===== src/include/vcs_pkg.sv =====
/*
  Constants and carrier types for the voice codec serial control block.
  Assumes one system clock of 25 MHz; all pin inputs are synchronised in the top module.
*/
// Summary of operation
// - Earpiece silence low disables the earphone amplifier output.
// - Receive channel goes to standby after frame sync low five frames.
// - Either frame sync high five frames enters production test mode.
// - Transmit channel goes to standby after frame sync low five frames.
// - Transmit frame sync handled independently, same timing as receive.
// - Coding select low means linear words, high means companded words.
// - Microphone silence low sends the zero code in every transmit slot.
// - Power-down low stops the block; it resumes when the pin returns high.
// - Fixed rate: shared pin is open-drain active-low transmit slot strobe.
// - Variable rate: shared pin is the transmit bit clock input.
// - Receive clock pin tied high selects fixed rate on the master clock.
// - Receive data sampled on falling edges of the receive bit clock.
// - Transmit data shifted out on rising edges of the transmit bit clock.
// - Linear words are 13 data plus 3 control bits; companded are 8.
package vcs_pkg;
  localparam int CLOCK_NS          = 40;
  localparam int RATE_HOLD_NS      = 2000;
  localparam int RATE_HOLD_CYCLES  = (RATE_HOLD_NS + CLOCK_NS - 1) / CLOCK_NS;
  localparam int IDLE_FRAMES       = 5;
  localparam int FRAME_BITS_RESET  = 256;
  localparam logic [4:0] LIN_BITS  = 5'h10;
  localparam logic [4:0] COMP_BITS = 5'h08;
  localparam int LIN_DATA_BITS     = 13;
  localparam logic [7:0] MULAW_ZERO = 8'hff;
  localparam logic [7:0] ALAW_ZERO  = 8'hd5;
  localparam logic [15:0] LIN_ZERO  = 16'h0000;
  // Synchroniser lanes
  localparam int PIN_MCLK   = 0;
  localparam int PIN_RCLK   = 1;
  localparam int PIN_XCLK   = 2;
  localparam int PIN_RXFS   = 3;
  localparam int PIN_TXFS   = 4;
  localparam int PIN_DIN    = 5;
  localparam int PIN_MIC    = 6;
  localparam int PIN_EAR    = 7;
  localparam int PIN_CODING = 8;
  localparam int PIN_PDN    = 9;
  localparam int PIN_COUNT  = 10;
  // Channel index
  localparam int CH_RX = 0;
  localparam int CH_TX = 1;

  typedef struct packed {
    logic fixed_rate;
    logic companded;
    logic mic_silent;
    logic ear_silent;
    logic powered_down;
  } vcs_mode_type;

  typedef struct packed {
    logic standby;
    logic test_hold;
  } vcs_chan_type;
endpackage


===== src/vcs_top.sv =====
/*
  Serial control of a voice-band codec: rate detection, frame sync standby and
  test detection, serial word shift in and out, mute, coding and power-down.
  Assumes all pins are asynchronous to clock and the bit clocks run well below 1/4 of it.
*/
`timescale 1ns/1ns
module vcs_top #(
  parameter int FRAME_BITS  = vcs_pkg::FRAME_BITS_RESET,
  parameter bit ALAW_CODING = 1'b0
) (
  // System
  input  wire logic        clock,
  input  wire logic        reset_n,
  // Serial link pins
  input  wire logic        master_clock,
  input  wire logic        rx_bit_clock_or_rate_select,
  input  wire logic        rx_frame_sync,
  input  wire logic        tx_frame_sync,
  input  wire logic        rx_data,
  output logic             tx_data,
  input  wire logic        tx_slot_strobe_or_clock_in,
  output logic             tx_slot_strobe_or_clock_out,
  output logic             tx_slot_strobe_or_clock_oe_n,
  // Control pins
  input  wire logic        mic_silence_n,
  input  wire logic        earpiece_silence_n,
  input  wire logic        coding_select,
  input  wire logic        power_down_n,
  // Converter side
  input  wire logic [15:0] tx_sample,
  input  wire logic [2:0]  tx_gain,
  output logic             tx_sample_taken,
  output logic [15:0]      rx_word,
  output logic             rx_word_valid,
  // Status
  output logic             ear_amp_enable,
  output logic             rx_standby,
  output logic             tx_standby,
  output logic             test_mode,
  output logic             powered_down,
  output logic             companded_mode,
  output logic             fixed_rate_mode
);
  logic [vcs_pkg::PIN_COUNT-1:0] sync1;
  logic [vcs_pkg::PIN_COUNT-1:0] sync2;
  logic [2:0]                    clk_prev;
  logic [7:0]                    rate_count;
  logic                          fixed_rate;
  vcs_pkg::vcs_mode_type         mode;
  vcs_pkg::vcs_chan_type         chan [2];
  logic [1:0]                    edge_hit;
  logic [1:0]                    fs_now;
  logic [1:0]                    fs_prev;
  logic [19:0]                   low_run [2];
  logic [19:0]                   high_run [2];
  logic [19:0]                   limit [2];

  wire [vcs_pkg::PIN_COUNT-1:0] pin_raw = {power_down_n, coding_select, earpiece_silence_n,
    mic_silence_n, rx_data, tx_frame_sync, rx_frame_sync, tx_slot_strobe_or_clock_in,
    rx_bit_clock_or_rate_select, master_clock};

  // Two flops before any logic; edges read only the second stage
  always_ff @(posedge clock or negedge reset_n) begin
    if (!reset_n) begin
      sync1    <= '0;
      sync2    <= '0;
      clk_prev <= '0;
    end else begin
      sync1    <= pin_raw;
      sync2    <= sync1;
      clk_prev <= sync2[2:0];
    end
  end

  // Rate pin high for a whole hold window means tied high
  wire rate_pin_low = !sync2[vcs_pkg::PIN_RCLK];
  wire rate_full    = (rate_count == 8'(vcs_pkg::RATE_HOLD_CYCLES));
  always_ff @(posedge clock or negedge reset_n) begin
    if (!reset_n) begin
      rate_count <= '0;
      fixed_rate <= 1'b0;
    end else begin
      rate_count <= rate_pin_low ? 8'h00 : (rate_full ? rate_count : rate_count + 8'h01);
      fixed_rate <= rate_full;
    end
  end

  assign mode.fixed_rate   = fixed_rate;
  assign mode.companded    = sync2[vcs_pkg::PIN_CODING];
  assign mode.mic_silent   = !sync2[vcs_pkg::PIN_MIC];
  assign mode.ear_silent   = !sync2[vcs_pkg::PIN_EAR];
  assign mode.powered_down = !sync2[vcs_pkg::PIN_PDN];

  wire mclk_rise = sync2[vcs_pkg::PIN_MCLK] && !clk_prev[vcs_pkg::PIN_MCLK];
  wire mclk_fall = !sync2[vcs_pkg::PIN_MCLK] && clk_prev[vcs_pkg::PIN_MCLK];
  wire rclk_fall = !sync2[vcs_pkg::PIN_RCLK] && clk_prev[vcs_pkg::PIN_RCLK];
  wire xclk_rise = sync2[vcs_pkg::PIN_XCLK] && !clk_prev[vcs_pkg::PIN_XCLK];
  // Bit clock choice; the strobe pin is only a clock at variable rate
  assign edge_hit[vcs_pkg::CH_RX] = mode.fixed_rate ? mclk_fall : rclk_fall;
  assign edge_hit[vcs_pkg::CH_TX] = mode.fixed_rate ? mclk_rise : xclk_rise;
  assign fs_now = {sync2[vcs_pkg::PIN_TXFS], sync2[vcs_pkg::PIN_RXFS]};

  // One frame detector per channel, identical and independent
  for (genvar ch = 0; ch < 2; ch++) begin : g_chan
    logic [15:0] period;
    logic [15:0] since_rise;
    wire         fs_rise = fs_now[ch] && !fs_prev[ch];
    // Saturating runs so a frame sync held still under a running bit clock cannot wrap a count back to zero
    wire  [15:0] next_since = &since_rise ? since_rise : since_rise + 16'h0001;
    wire  [19:0] next_low   = &low_run[ch] ? low_run[ch] : low_run[ch] + 20'h0_0001;
    wire  [19:0] next_high  = &high_run[ch] ? high_run[ch] : high_run[ch] + 20'h0_0001;
    assign limit[ch] = 20'(vcs_pkg::IDLE_FRAMES) * {4'h0, period};
    always_ff @(posedge clock or negedge reset_n) begin
      if (!reset_n) begin
        period        <= 16'(FRAME_BITS);
        since_rise    <= '0;
        fs_prev[ch]   <= 1'b0;
        low_run[ch]   <= '0;
        high_run[ch]  <= '0;
        chan[ch]      <= '0;
      end else if (mode.powered_down) begin
        since_rise    <= '0;
        fs_prev[ch]   <= 1'b0;
        low_run[ch]   <= '0;
        high_run[ch]  <= '0;
        chan[ch]      <= '0;
      end else begin
        if (edge_hit[ch]) begin
          fs_prev[ch]  <= fs_now[ch];
          if (fs_rise && since_rise != 16'h0000) begin
            period     <= since_rise + 16'h0001;
          end
          since_rise   <= fs_rise ? 16'h0000 : next_since;
          low_run[ch]  <= fs_now[ch] ? 20'h0_0000 : next_low;
          high_run[ch] <= !fs_now[ch] ? 20'h0_0000 : next_high;
        end
        chan[ch].standby   <= (low_run[ch] >= limit[ch]);
        chan[ch].test_hold <= (high_run[ch] >= limit[ch]);
      end
    end
  end

  // Receive word assembly
  logic [15:0] rx_shift;
  logic [4:0]  rx_count;
  logic        rx_active;
  wire  [4:0]  word_bits = mode.companded ? vcs_pkg::COMP_BITS : vcs_pkg::LIN_BITS;
  wire         rx_start  = edge_hit[vcs_pkg::CH_RX] && !rx_active
                           && fs_now[vcs_pkg::CH_RX] && !fs_prev[vcs_pkg::CH_RX];
  wire         rx_done   = edge_hit[vcs_pkg::CH_RX] && rx_active
                           && (rx_count + 5'h01 == word_bits);
  wire  [15:0] rx_next   = {rx_shift[14:0], sync2[vcs_pkg::PIN_DIN]};
  always_ff @(posedge clock or negedge reset_n) begin
    if (!reset_n) begin
      rx_shift      <= '0;
      rx_count      <= '0;
      rx_active     <= 1'b0;
      rx_word       <= '0;
      rx_word_valid <= 1'b0;
    end else begin
      rx_word_valid <= 1'b0;
      if (mode.powered_down) begin
        rx_active     <= 1'b0;
      end else if (rx_start) begin
        // Fresh word drops old bits so a short word reads zero above
        rx_shift      <= {15'h0000, sync2[vcs_pkg::PIN_DIN]};
        rx_count      <= 5'h01;
        rx_active     <= 1'b1;
      end else if (rx_done) begin
        rx_active     <= 1'b0;
        rx_word       <= rx_next;
        rx_word_valid <= 1'b1;
      end else if (edge_hit[vcs_pkg::CH_RX] && rx_active) begin
        rx_shift      <= rx_next;
        rx_count      <= rx_count + 5'h01;
      end
    end
  end

  // Transmit word shifting
  logic [15:0] tx_shift;
  logic [4:0]  tx_count;
  logic        tx_active;
  wire  [7:0]  comp_zero = ALAW_CODING ? vcs_pkg::ALAW_ZERO : vcs_pkg::MULAW_ZERO;
  wire  [15:0] lin_load  = mode.mic_silent ? vcs_pkg::LIN_ZERO
                           : {tx_sample[vcs_pkg::LIN_DATA_BITS-1:0], tx_gain};
  wire  [15:0] comp_load = {(mode.mic_silent ? comp_zero : tx_sample[7:0]), 8'h00};
  wire  [15:0] tx_load   = mode.companded ? comp_load : lin_load;
  wire         tx_start  = edge_hit[vcs_pkg::CH_TX] && !tx_active
                           && fs_now[vcs_pkg::CH_TX] && !fs_prev[vcs_pkg::CH_TX];
  wire         tx_step   = edge_hit[vcs_pkg::CH_TX] && tx_active;
  wire         tx_end    = tx_step && (tx_count == word_bits);
  always_ff @(posedge clock or negedge reset_n) begin
    if (!reset_n) begin
      tx_shift        <= '0;
      tx_count        <= '0;
      tx_active       <= 1'b0;
      tx_data         <= 1'b0;
      tx_sample_taken <= 1'b0;
    end else begin
      tx_sample_taken <= 1'b0;
      if (mode.powered_down) begin
        tx_active       <= 1'b0;
        tx_data         <= 1'b0;
      end else if (tx_start) begin
        tx_shift        <= {tx_load[14:0], 1'b0};
        tx_data         <= tx_load[15];
        tx_count        <= 5'h01;
        tx_active       <= 1'b1;
        tx_sample_taken <= 1'b1;
      end else if (tx_end) begin
        tx_active       <= 1'b0;
        tx_data         <= 1'b0;
      end else if (tx_step) begin
        tx_data         <= tx_shift[15];
        tx_shift        <= {tx_shift[14:0], 1'b0};
        tx_count        <= tx_count + 5'h01;
      end
    end
  end

  // Status and pin drive; the strobe pin only ever pulls low
  always_ff @(posedge clock or negedge reset_n) begin
    if (!reset_n) begin
      tx_slot_strobe_or_clock_out  <= 1'b0;
      tx_slot_strobe_or_clock_oe_n <= 1'b1;
      ear_amp_enable               <= 1'b0;
      rx_standby                   <= 1'b1;
      tx_standby                   <= 1'b1;
      test_mode                    <= 1'b0;
      powered_down                 <= 1'b0;
      companded_mode               <= 1'b0;
      fixed_rate_mode              <= 1'b0;
    end else begin
      tx_slot_strobe_or_clock_out  <= 1'b0;
      tx_slot_strobe_or_clock_oe_n <= mode.powered_down
                                      || !(mode.fixed_rate && tx_active && !tx_end
                                        || mode.fixed_rate && tx_start);
      ear_amp_enable               <= !mode.ear_silent && !mode.powered_down;
      rx_standby                   <= chan[vcs_pkg::CH_RX].standby || mode.powered_down;
      tx_standby                   <= chan[vcs_pkg::CH_TX].standby || mode.powered_down;
      test_mode                    <= chan[0].test_hold || chan[1].test_hold;
      powered_down                 <= mode.powered_down;
      companded_mode               <= mode.companded;
      fixed_rate_mode              <= mode.fixed_rate;
    end
  end

  chk_ear_silence: assert property (@(posedge clock) disable iff (!reset_n)
    mode.ear_silent |=> !ear_amp_enable) else $error("earphone amp on while silenced");
  chk_rx_standby: assert property (@(posedge clock) disable iff (!reset_n)
    (!mode.powered_down && low_run[0] >= limit[0]) |=> ##1 rx_standby)
    else $error("receive standby missed");
  chk_tx_standby: assert property (@(posedge clock) disable iff (!reset_n)
    (!mode.powered_down && low_run[1] >= limit[1]) |=> ##1 tx_standby)
    else $error("transmit standby missed");
  chk_test_entry: assert property (@(posedge clock) disable iff (!reset_n)
    (!mode.powered_down && (high_run[0] >= limit[0] || high_run[1] >= limit[1]))
    |=> ##1 test_mode) else $error("test mode missed");
  chk_mic_zero: assert property (@(posedge clock) disable iff (!reset_n)
    (tx_start && mode.mic_silent && !mode.companded && !mode.powered_down) |=> !tx_data)
    else $error("nonzero bit sent while mic silenced");
  chk_power_down: assert property (@(posedge clock) disable iff (!reset_n)
    mode.powered_down [*2] |-> powered_down && !tx_active && tx_slot_strobe_or_clock_oe_n)
    else $error("activity while powered down");
  chk_strobe_input: assert property (@(posedge clock) disable iff (!reset_n)
    !mode.fixed_rate |=> tx_slot_strobe_or_clock_oe_n)
    else $error("strobe pin driven at variable rate");
  chk_rx_word_len: assert property (@(posedge clock) disable iff (!reset_n)
    rx_word_valid |-> $past(rx_count) + 5'h01 == $past(word_bits))
    else $error("receive word length wrong");
endmodule


===== config.mk =====
export PLATFORM = sky130hd
export DESIGN_NAME = vcs_top
export DESIGN_NICKNAME = d
export VERILOG_FILES = /design/src/include/vcs_pkg.sv /design/src/vcs_top.sv
export SDC_FILE = /design/constraint.sdc
export NUM_CORES = 1
export LEC_CHECK = 0
export BUFFER_PORTS_ARGS = -buffer_cell sky130_fd_sc_hd__buf_2
export CORE_MARGIN = 8
export CORE_UTILIZATION = 50
export DETAILED_ROUTE_END_ITERATION = 10
export GPL_ROUTABILITY_DRIVEN = 0
export GPL_TIMING_DRIVEN = 1
export PLACE_DENSITY = 0.69
export SLEW_MARGIN = 20
export SYNTH_ARGS = -nofsm -noshare
export SYNTH_HDL_FRONTEND = slang
export SYNTH_SLANG_ARGS = --single-unit

===== constraint.sdc =====
create_clock -name clock -period 4.2 [get_ports clock]
set_input_delay 0.84 -clock clock [delete_from_list [all_inputs] [get_ports clock]]
set_output_delay 0.84 -clock clock [all_outputs]
set_load 0.05 [all_outputs]

* Word-level counts from Yosys, hierarchy flattened
Index checks and enable logic that the tools add are counted.
Storage, ports and cells: flip-flop bits (word level) 252, input port bits 31, output and inout bits 28
Cells by class: $add $sub $neg 9, multipliers 2, $lt $le $gt $ge 4, eq/ne operators 17, muxes and demuxes 65, bitwise operators 1, reduce and logical (&&, ||, !) cells 59
Operators with widths (count):
- $mux W20 | 16
- $mux W16 | 13
- $add A20 B1 Y20 const B | 4
- $ge A20 B19 Y1 | 4
- $reduce_and A20 Y1 | 4
- $mux W15 | 3
- $mul A3 B16 Y19 const A | 2
- $mux W5 | 7
- $add A16 B1 Y16 const B | 2
- $reduce_and A16 Y1 | 2
- $reduce_bool A16 Y1 | 2
- $mux W8 | 3
- $logic_and A1 B1 Y1 | 22
- $mux W1 | 21
- $ne A3 B3 Y1 const B | 6
- $reduce_and A3 Y1 | 5
- $reduce_and A2 Y1 | 6
- $logic_not A1 Y1 | 11
- $add A5 B1 Y5 const B | 2
- $eq A5 B5 Y1 | 2
- $add A8 B1 Y8 const B | 1
- $eq A8 B6 Y1 const B | 1
- $ne A2 B2 Y1 const B | 3
- $ne A3 B1 Y1 const B | 2
- other kinds (6) | 13

* Depth between registers and ports, before layout
Gate-level depths: netlist of the first run.
depth in word-level cells 10, gate-level depth with buffers 17

* Worst setup path before layout of the first run
OpenSTA, ideal clock, no wires.
path type reg2reg, start register g_chan[1].period[1], end register chan[1] (netlist bit), arrival 3.651 ns, data required time 4.080 ns, slack 0.428 ns, cell stages (with the launch flop) 17, clock period less this slack 3.772 ns, cell sequence dfrtp_1 ha_1 ha_1 fa_1 a21oi_1 o211ai_2 nand3_1 nand2_1 xnor2_1 ha_1 nand4_1 a211oi_1 a2111oi_0 o21bai_1 maj3_2 maj3_2 a41o_1
Between the ends: cells in the longest elaborated chain, start to end 3
RTL lines:
- from (decl) | RTL line vcs_top.sv:105 | logic [15:0] period;
- from (signal assigned) | RTL line vcs_top.sv:115 | period <= 16'(FRAME_BITS);
- from (signal assigned) | RTL line vcs_top.sv:131 | period <= since_rise + 16'h0001;
- $mul A3 B16 Y19 | RTL line vcs_top.sv:112 | assign limit[ch] = 20'(vcs_pkg::IDLE_FRAMES) * {4'h0, period};
- $ge A20 B19 Y1 | RTL line vcs_top.sv:137 | chan[ch].standby <= (low_run[ch] >= limit[ch]);
- $mux W2 | RTL line vcs_top.sv:121 | end else if (mode.powered_down) begin
- to (decl) | RTL line vcs_top.sv:50 | vcs_pkg::vcs_chan_type chan [2];
No other way between the ends. A chain may end at the register's enable or synchronous reset.

* Worst setup path after layout of the first run
start register g_chan[1].period[1], end register chan[0] (netlist bit)
Between the ends: cells in the longest elaborated chain, start to end 3
RTL lines:
- $mul A3 B16 Y19 | RTL line vcs_top.sv:112
- $ge A20 B19 Y1 | RTL line vcs_top.sv:138 | chan[ch].test_hold <= (high_run[ch] >= limit[ch]);
- $mux W2 | RTL line vcs_top.sv:121
No other way between the ends.

==> metrics, run 1 <==
post-layout minimum cycle time=4080 ps; post-synthesis instance area=~14000 µm²; worst-case clock buffer depth=3; CP max FO=2; sequential share of the synthesized area=0.435; placed cells=1953; first-pass GRT wire length=53600 µm; die outline width=around 190 µm; Post-synth EDFFs=0; H-tree levels=1; GR Util All Layers=0.185; die area=34600 µm²; library cells used by synthesis=73; final core utilization=0.569; routed vias=about 11000; FMAX=245 MHz; Crit path largest cell delay=roughly 380 ps; via/cell ratio=~5.5; critical path launch point type=flip-flop; initial antenna violation count=0; Worst slew margin=0.385; Yosys warnings=0; antenna viol nets, final=0; total routed wirelength=approximately 31000 µm; drc violations=0; static leakage=7.52 nW; cells after synthesis=about 1500; DR pass1 iterations=4; Num CTS Buffers=28; vias in the first global route=10900; cts hold-fix bufs=0; pin count of the biggest net entering global routing=114; predominant post-synthesis flop cell=dfrtp_1; standard-cell rows=62; HP Class=in2async; Nets=1774; Hold Vio Cnt, Final=0; clk_skew=~26 ps; Crit path required time=4630 ps; Syn-to-layout area delta=12.6%; max cap viols=0; I/O pin count=59; CTS tree=done; share of cells above drive strength 1=0.103; CP Cell Sequence=ha_1, ha_2, fa_2, a21oi_2, o211ai_2, xnor2_2, buf_4, ha_1, a21o_1, a21oi_1, nor2b_1, a2111oi_2, o21bai_1, maj3_2, maj3_1, a22o_1; # diodes=0; Most Frequent Cell on Critical Path=ha_1; Async SR Flop Fraction=1.00; CP endpoint kind=flip-flop; Worst path slowest cell=dfrtp_1; Final Max Tran Viols=0; Worst Path Arrival=about 4500 ps; chip height=186 µm; Worst VDD drop=310 µV; Final Instance Count excl. Fillers=2009; power per cell area=approximately 400 nW/µm²; critical path class=reg2reg; I/O Buffers=54; 1st-iter DRT viols=699; count of final setup violators=0; clk_lat worst skew=around 570 ps; HPWL Detailed=22000 µm; GRT Residual Overflow=0; outcome=finished, final reports clean; syn nets=1718; root buffer cell=clkbuf_16; Avg Inst Size Synth=9.35 µm²; Synth Register Bits=251; Final Cycle Share=0.971; DR WL/cell=15.6 µm; Initial Utilization=0.505; Slew @ Worst Pin=916 ps; clk sink count=251; clock-pin slew on the worst setup and hold paths=60 ps; Core Area=28600 µm²
==> Yosys cell counts, drive strengths merged (18+ instances only) <==
| library cell | n | area, µm² |
|---|---|---|
| a21oi | 89 | 449 |
| dfrtp | 246 | 6160 |
| and3 | 27 | 169 |
| a31oi | 18 | 113 |
| xnor2 | 59 | 517 |
| nand2b | 19 | 119 |
| nand2 | 173 | 649 |
| clkbuf | 42 | 158 |
| nor2 | 164 | 616 |
| xor2 | 68 | 596 |
| o21ai | 117 | 586 |
| ha | 138 | 1730 |
| nor3 | 19 | 100 |
| nand3 | 71 | 355 |
| inv | 55 | 206 |
| a22o | 18 | 158 |
| nand4 | 33 | 206 |
==> layer usage <==
layer,track usage,routed length [µm],part of all wire,vias up
li1,-,-,-,5556
met1,0.259,15300,0.49,5379
met2,0.296,14200,0.45,168
met3,0.0289,1180,0.038,46
met4,0.0464,612,0.020,0
met5,0,0,0,-
==> final timing paths <==
kind	startpoint	end	slack [ps]	cells after the start
worst max-delay path	g_chan[1].period[1]$_DFFE_PN0P_	chan[0]$_DFF_PN0_	120	16
worst min-delay path	reset_n	rx_word[8]$_DFFE_PN0P_	320	1
worst max register to register	g_chan[1].period[1]$_DFFE_PN0P_	chan[0]$_DFF_PN0_	120	16
worst min register to register	sync1[9]$_DFF_PN0_	sync2[9]$_DFF_PN0_	350	0
max in group asynchronous	reset_n	rx_standby$_DFF_PN1_	2860	2
min in group clock	sync1[9]$_DFF_PN0_	sync2[9]$_DFF_PN0_	350	0
==> cells by family after synthesis <==
kind of cell	synth area share
and+or+nand+nor	0.189
AOI/OAI and AO/OA	0.136
DFF	0.435
adders and majority gates	0.127
xor gates and xnor gates	0.0769
buffers and inverters	0.0314
muxes	0.00450
other	0.000259
==> per-stage QoR <==
stage	worst slack (ps)	TNS, ps	instance area, µm²	power [mW]	hold slack [ps]
6_report	124	0	16300	6.49	319
5_1_grt	-105	-132	16300	6.83	350
4_1_cts	21.2	0	16200	6.54	350
3_5_place_dp	-155	-188	15200	3.93	336
3_3_place_gp	-102	-140	15200	3.89	333
2_1_floorplan	428	0	14500	3.56	331
==> repair_timing <==
item / CTS / global route
hold endpoints to repair: 0 / 0
setup endpoints to repair: 2 / 3
buffers inserted: 0 / 4
pin swaps: 1 / 8
gates resized for setup: 5 / 13
==> cell type report <==
cell class,instances,area (µm²)
Clock buffer,36,741
Clock inverter,16,241
Fill cell,2506,12300
Inverter,57,214
Multi-Input combinational cell,1182,7810
Sequential cell,251,6290
Tap cell,384,480
Timing Repair Buffer,83,510
==> worst max-delay path, delay by kind of cell, from the launching register on <==
kind	cells	cell delay [ps]
AND/OR/NAND/NOR	1	80
flip-flops	1	380
XOR/XNOR	1	180
buffers and inverters	1	140
adder cells (fa/ha/maj)	6	1790
AO/OA/AOI/OAI	7	1400
==> power breakdown <==
part	total (mW)	switching (mW)	internal (mW)
sequential	2.69	0.121	2.57
clock	2.58	1.06	1.52
combinational	1.22	0.710	0.508
==> registers in the layout, summed over array words and instances (netlist names), 5 cells and up <==
register and count:
rx_shift 15, rx_word 16, sync1 10, tx_shift 15, low_run 40, g_chan.period 32, rx_count 5, rate_count 8
sync2 10, high_run 40, tx_count 5, g_chan.since_rise 32
==> layout by cell type, fill, tap and decap left out, types with 55 or more instances in the layout <==
cell type / Yosys / layout
a21oi_1: 88 / 85
nand3_1: 71 / 70
xnor2_1: 59 / 57
inv_1: 55 / 55
ha_1: 138 / 135
nand2_1: 173 / 172
dfrtp_1: 246 / 246
xor2_1: 68 / 67
nor2_1: 164 / 164
o21ai_0: 112 / 112
Note: power is estimated with default switching activity, not from simulation.
==> run 2: changes to the inputs <==
PLACE_DENSITY = 0.72   (was 0.69)
==> metrics, run 2 (synthesized netlist as in run 1, its figures left out) <==
vias in the first global route=11100; placed cells=slightly below 2000; share of cells above drive strength 1=0.0996; Final Max Tran Viols=0; most common cell after layout, fill and taps aside=dfrtp_1; static leakage=7.57 nW; CTS tree=done; CP endpoint kind=flip-flop; root buffer cell=clkbuf_16; HPWL Detailed=22300 µm; Slew @ Worst Pin=918 ps; H-tree levels=1; Worst Hold Slack=roughly 320 ps; clock-pin slew on the worst setup and hold paths=60 ps; DR pass1 iterations=5; critical path class=reg2reg; first-pass GRT wire length=about 53000 µm; worst-case clock buffer depth=3; GR Util All Layers=0.182; max cap viols=0; count of final setup violators=0; clk_lat worst skew=around 560 ps; FMAX=247 MHz; Hold Vio Cnt, Final=0; clk_skew=between 15 and 20 ps; clk sink count=251; 1st-iter DRT viols=671; pin count of the biggest net entering global routing=approximately 110; via/cell ratio=5.60; Nets=1769; critical path launch point type=flip-flop; Final Cycle Share=0.964; Top Layer Used=met4; Worst Path Arrival=around 4500 ps; DR WL/cell=about 16 µm; HP Class=in2async; metal2 WL=14400 µm; Syn-to-layout area delta=12.5%; wl on met1=around 15000 µm; total routed wirelength=31200 µm; initial antenna violation count=0; Crit path required time=4620 ps; I/O Buffers=54; Num CTS Buffers=28; post-layout minimum cycle time=4050 ps; outcome=finished, final reports clean; routed vias=11200; antenna viol nets, final=0; I/O pin count=between 50 and 60; # diodes=0; drc violations=0; Core Area=approximately 29000 µm²; commonest cells after routing, fill and taps aside=246 x dfrtp_1, 173 x nand2_1, 164 x nor2_1; filler cell count=between 2000 and 3000; biggest regs=high_run (40), low_run (40); RSZ-0062 raised after global routing=false; Worst slew margin=0.383; Worst VDD drop=317 µV; die outline width=186 µm; power per cell area=405 nW/µm²; GRT Residual Overflow=0; wire length on met3=1260 µm; Initial Utilization=0.505; chip height=186 µm; CP max FO=2; standard-cell rows=between 60 and 70; Final Instance Count excl. Fillers=2001; die area=34600 µm²
-- run 2: repair_timing --
action | CTS | global route
endpoints found under the setup margin | 2 | 4
pin swaps | 1 | 8
hold buffers | 0 | 0
buffers inserted | 0 | 3
resized for setup | 2 | 12
-- run 2: path summary, 6_finish.rpt --
path | startpoint | end | slack, ps | depth (start not counted)
worst min-delay path | reset_n | rx_word[6]$_DFFE_PN0P_ | 320 | 1
min in group clock | sync1[7]$_DFF_PN0_ | sync2[7]$_DFF_PN0_ | 350 | 0
worst max register to register | g_chan[1].period[1]$_DFFE_PN0P_ | chan[0]$_DFF_PN0_ | 150 | 16
worst max-delay path | g_chan[1].period[1]$_DFFE_PN0P_ | chan[0]$_DFF_PN0_ | 150 | 16
worst min register to register | sync1[7]$_DFF_PN0_ | sync2[7]$_DFF_PN0_ | 350 | 0
max in group asynchronous | reset_n | rx_standby$_DFF_PN1_ | 2910 | 2
-- run 2: worst max-delay path, cell delays in order, from the launching register on --
cell       delay [ps]
dfrtp_1           380
ha_1              300
ha_1              240
fa_2              370
a21oi_2           190
o211ai_2          140
xnor2_2           170
buf_4             140
ha_1              280
a21o_1            190
a21oi_1           130
nor2b_1            60
a2111oi_2         330
o21bai_1          130
maj3_2            310
maj3_1            350
a22o_1            220
-- run 2: where the power goes --
group          switching, mW  leakage (nW)  internal (mW)
clock network          0.980         0.506           1.70
logic                  0.720          3.73          0.508
registers              0.125          3.34           2.57
-- run 2: metrics by stage --
stage / area (µm²) / worst slack (ps) / TNS, ps / power (mW) / util
after detailed placement: 15200 / -79.6 / -113 / 3.93 / 0.530
after floorplan: 14500 / 428 / 0 / 3.56 / -
after global routing: 16300 / 3.80 / 0 / 6.93 / 0.569
after CTS: 16200 / 2.77 / 0 / 6.65 / 0.566
final: 16300 / 153 / 0 / 6.60 / 0.569
after global placement: 15200 / -37.2 / -37.2 / 3.89 / 0.530
-- run 2: cell type report --
cell class | instances | area [µm²] | share of cell area
tap | 384 | 480 | 0.0295
inverter | 57 | 214 | 0.0131
clock inverter | 8 | 176 | 0.0108
clock buffer | 41 | 850 | 0.0522
sequential | 251 | 6290 | 0.386
timing repair buffer | 78 | 473 | 0.0291
multi-input combinational | 1182 | 7790 | 0.479
-- run 2: routing by layer --
layer / up-vias / global-route usage
met5: - / 0
met4: 0 / 0.0540
met3: 54 / 0.0269
met2: 216 / 0.298
met1: 5389 / 0.248
li1: 5538 / -
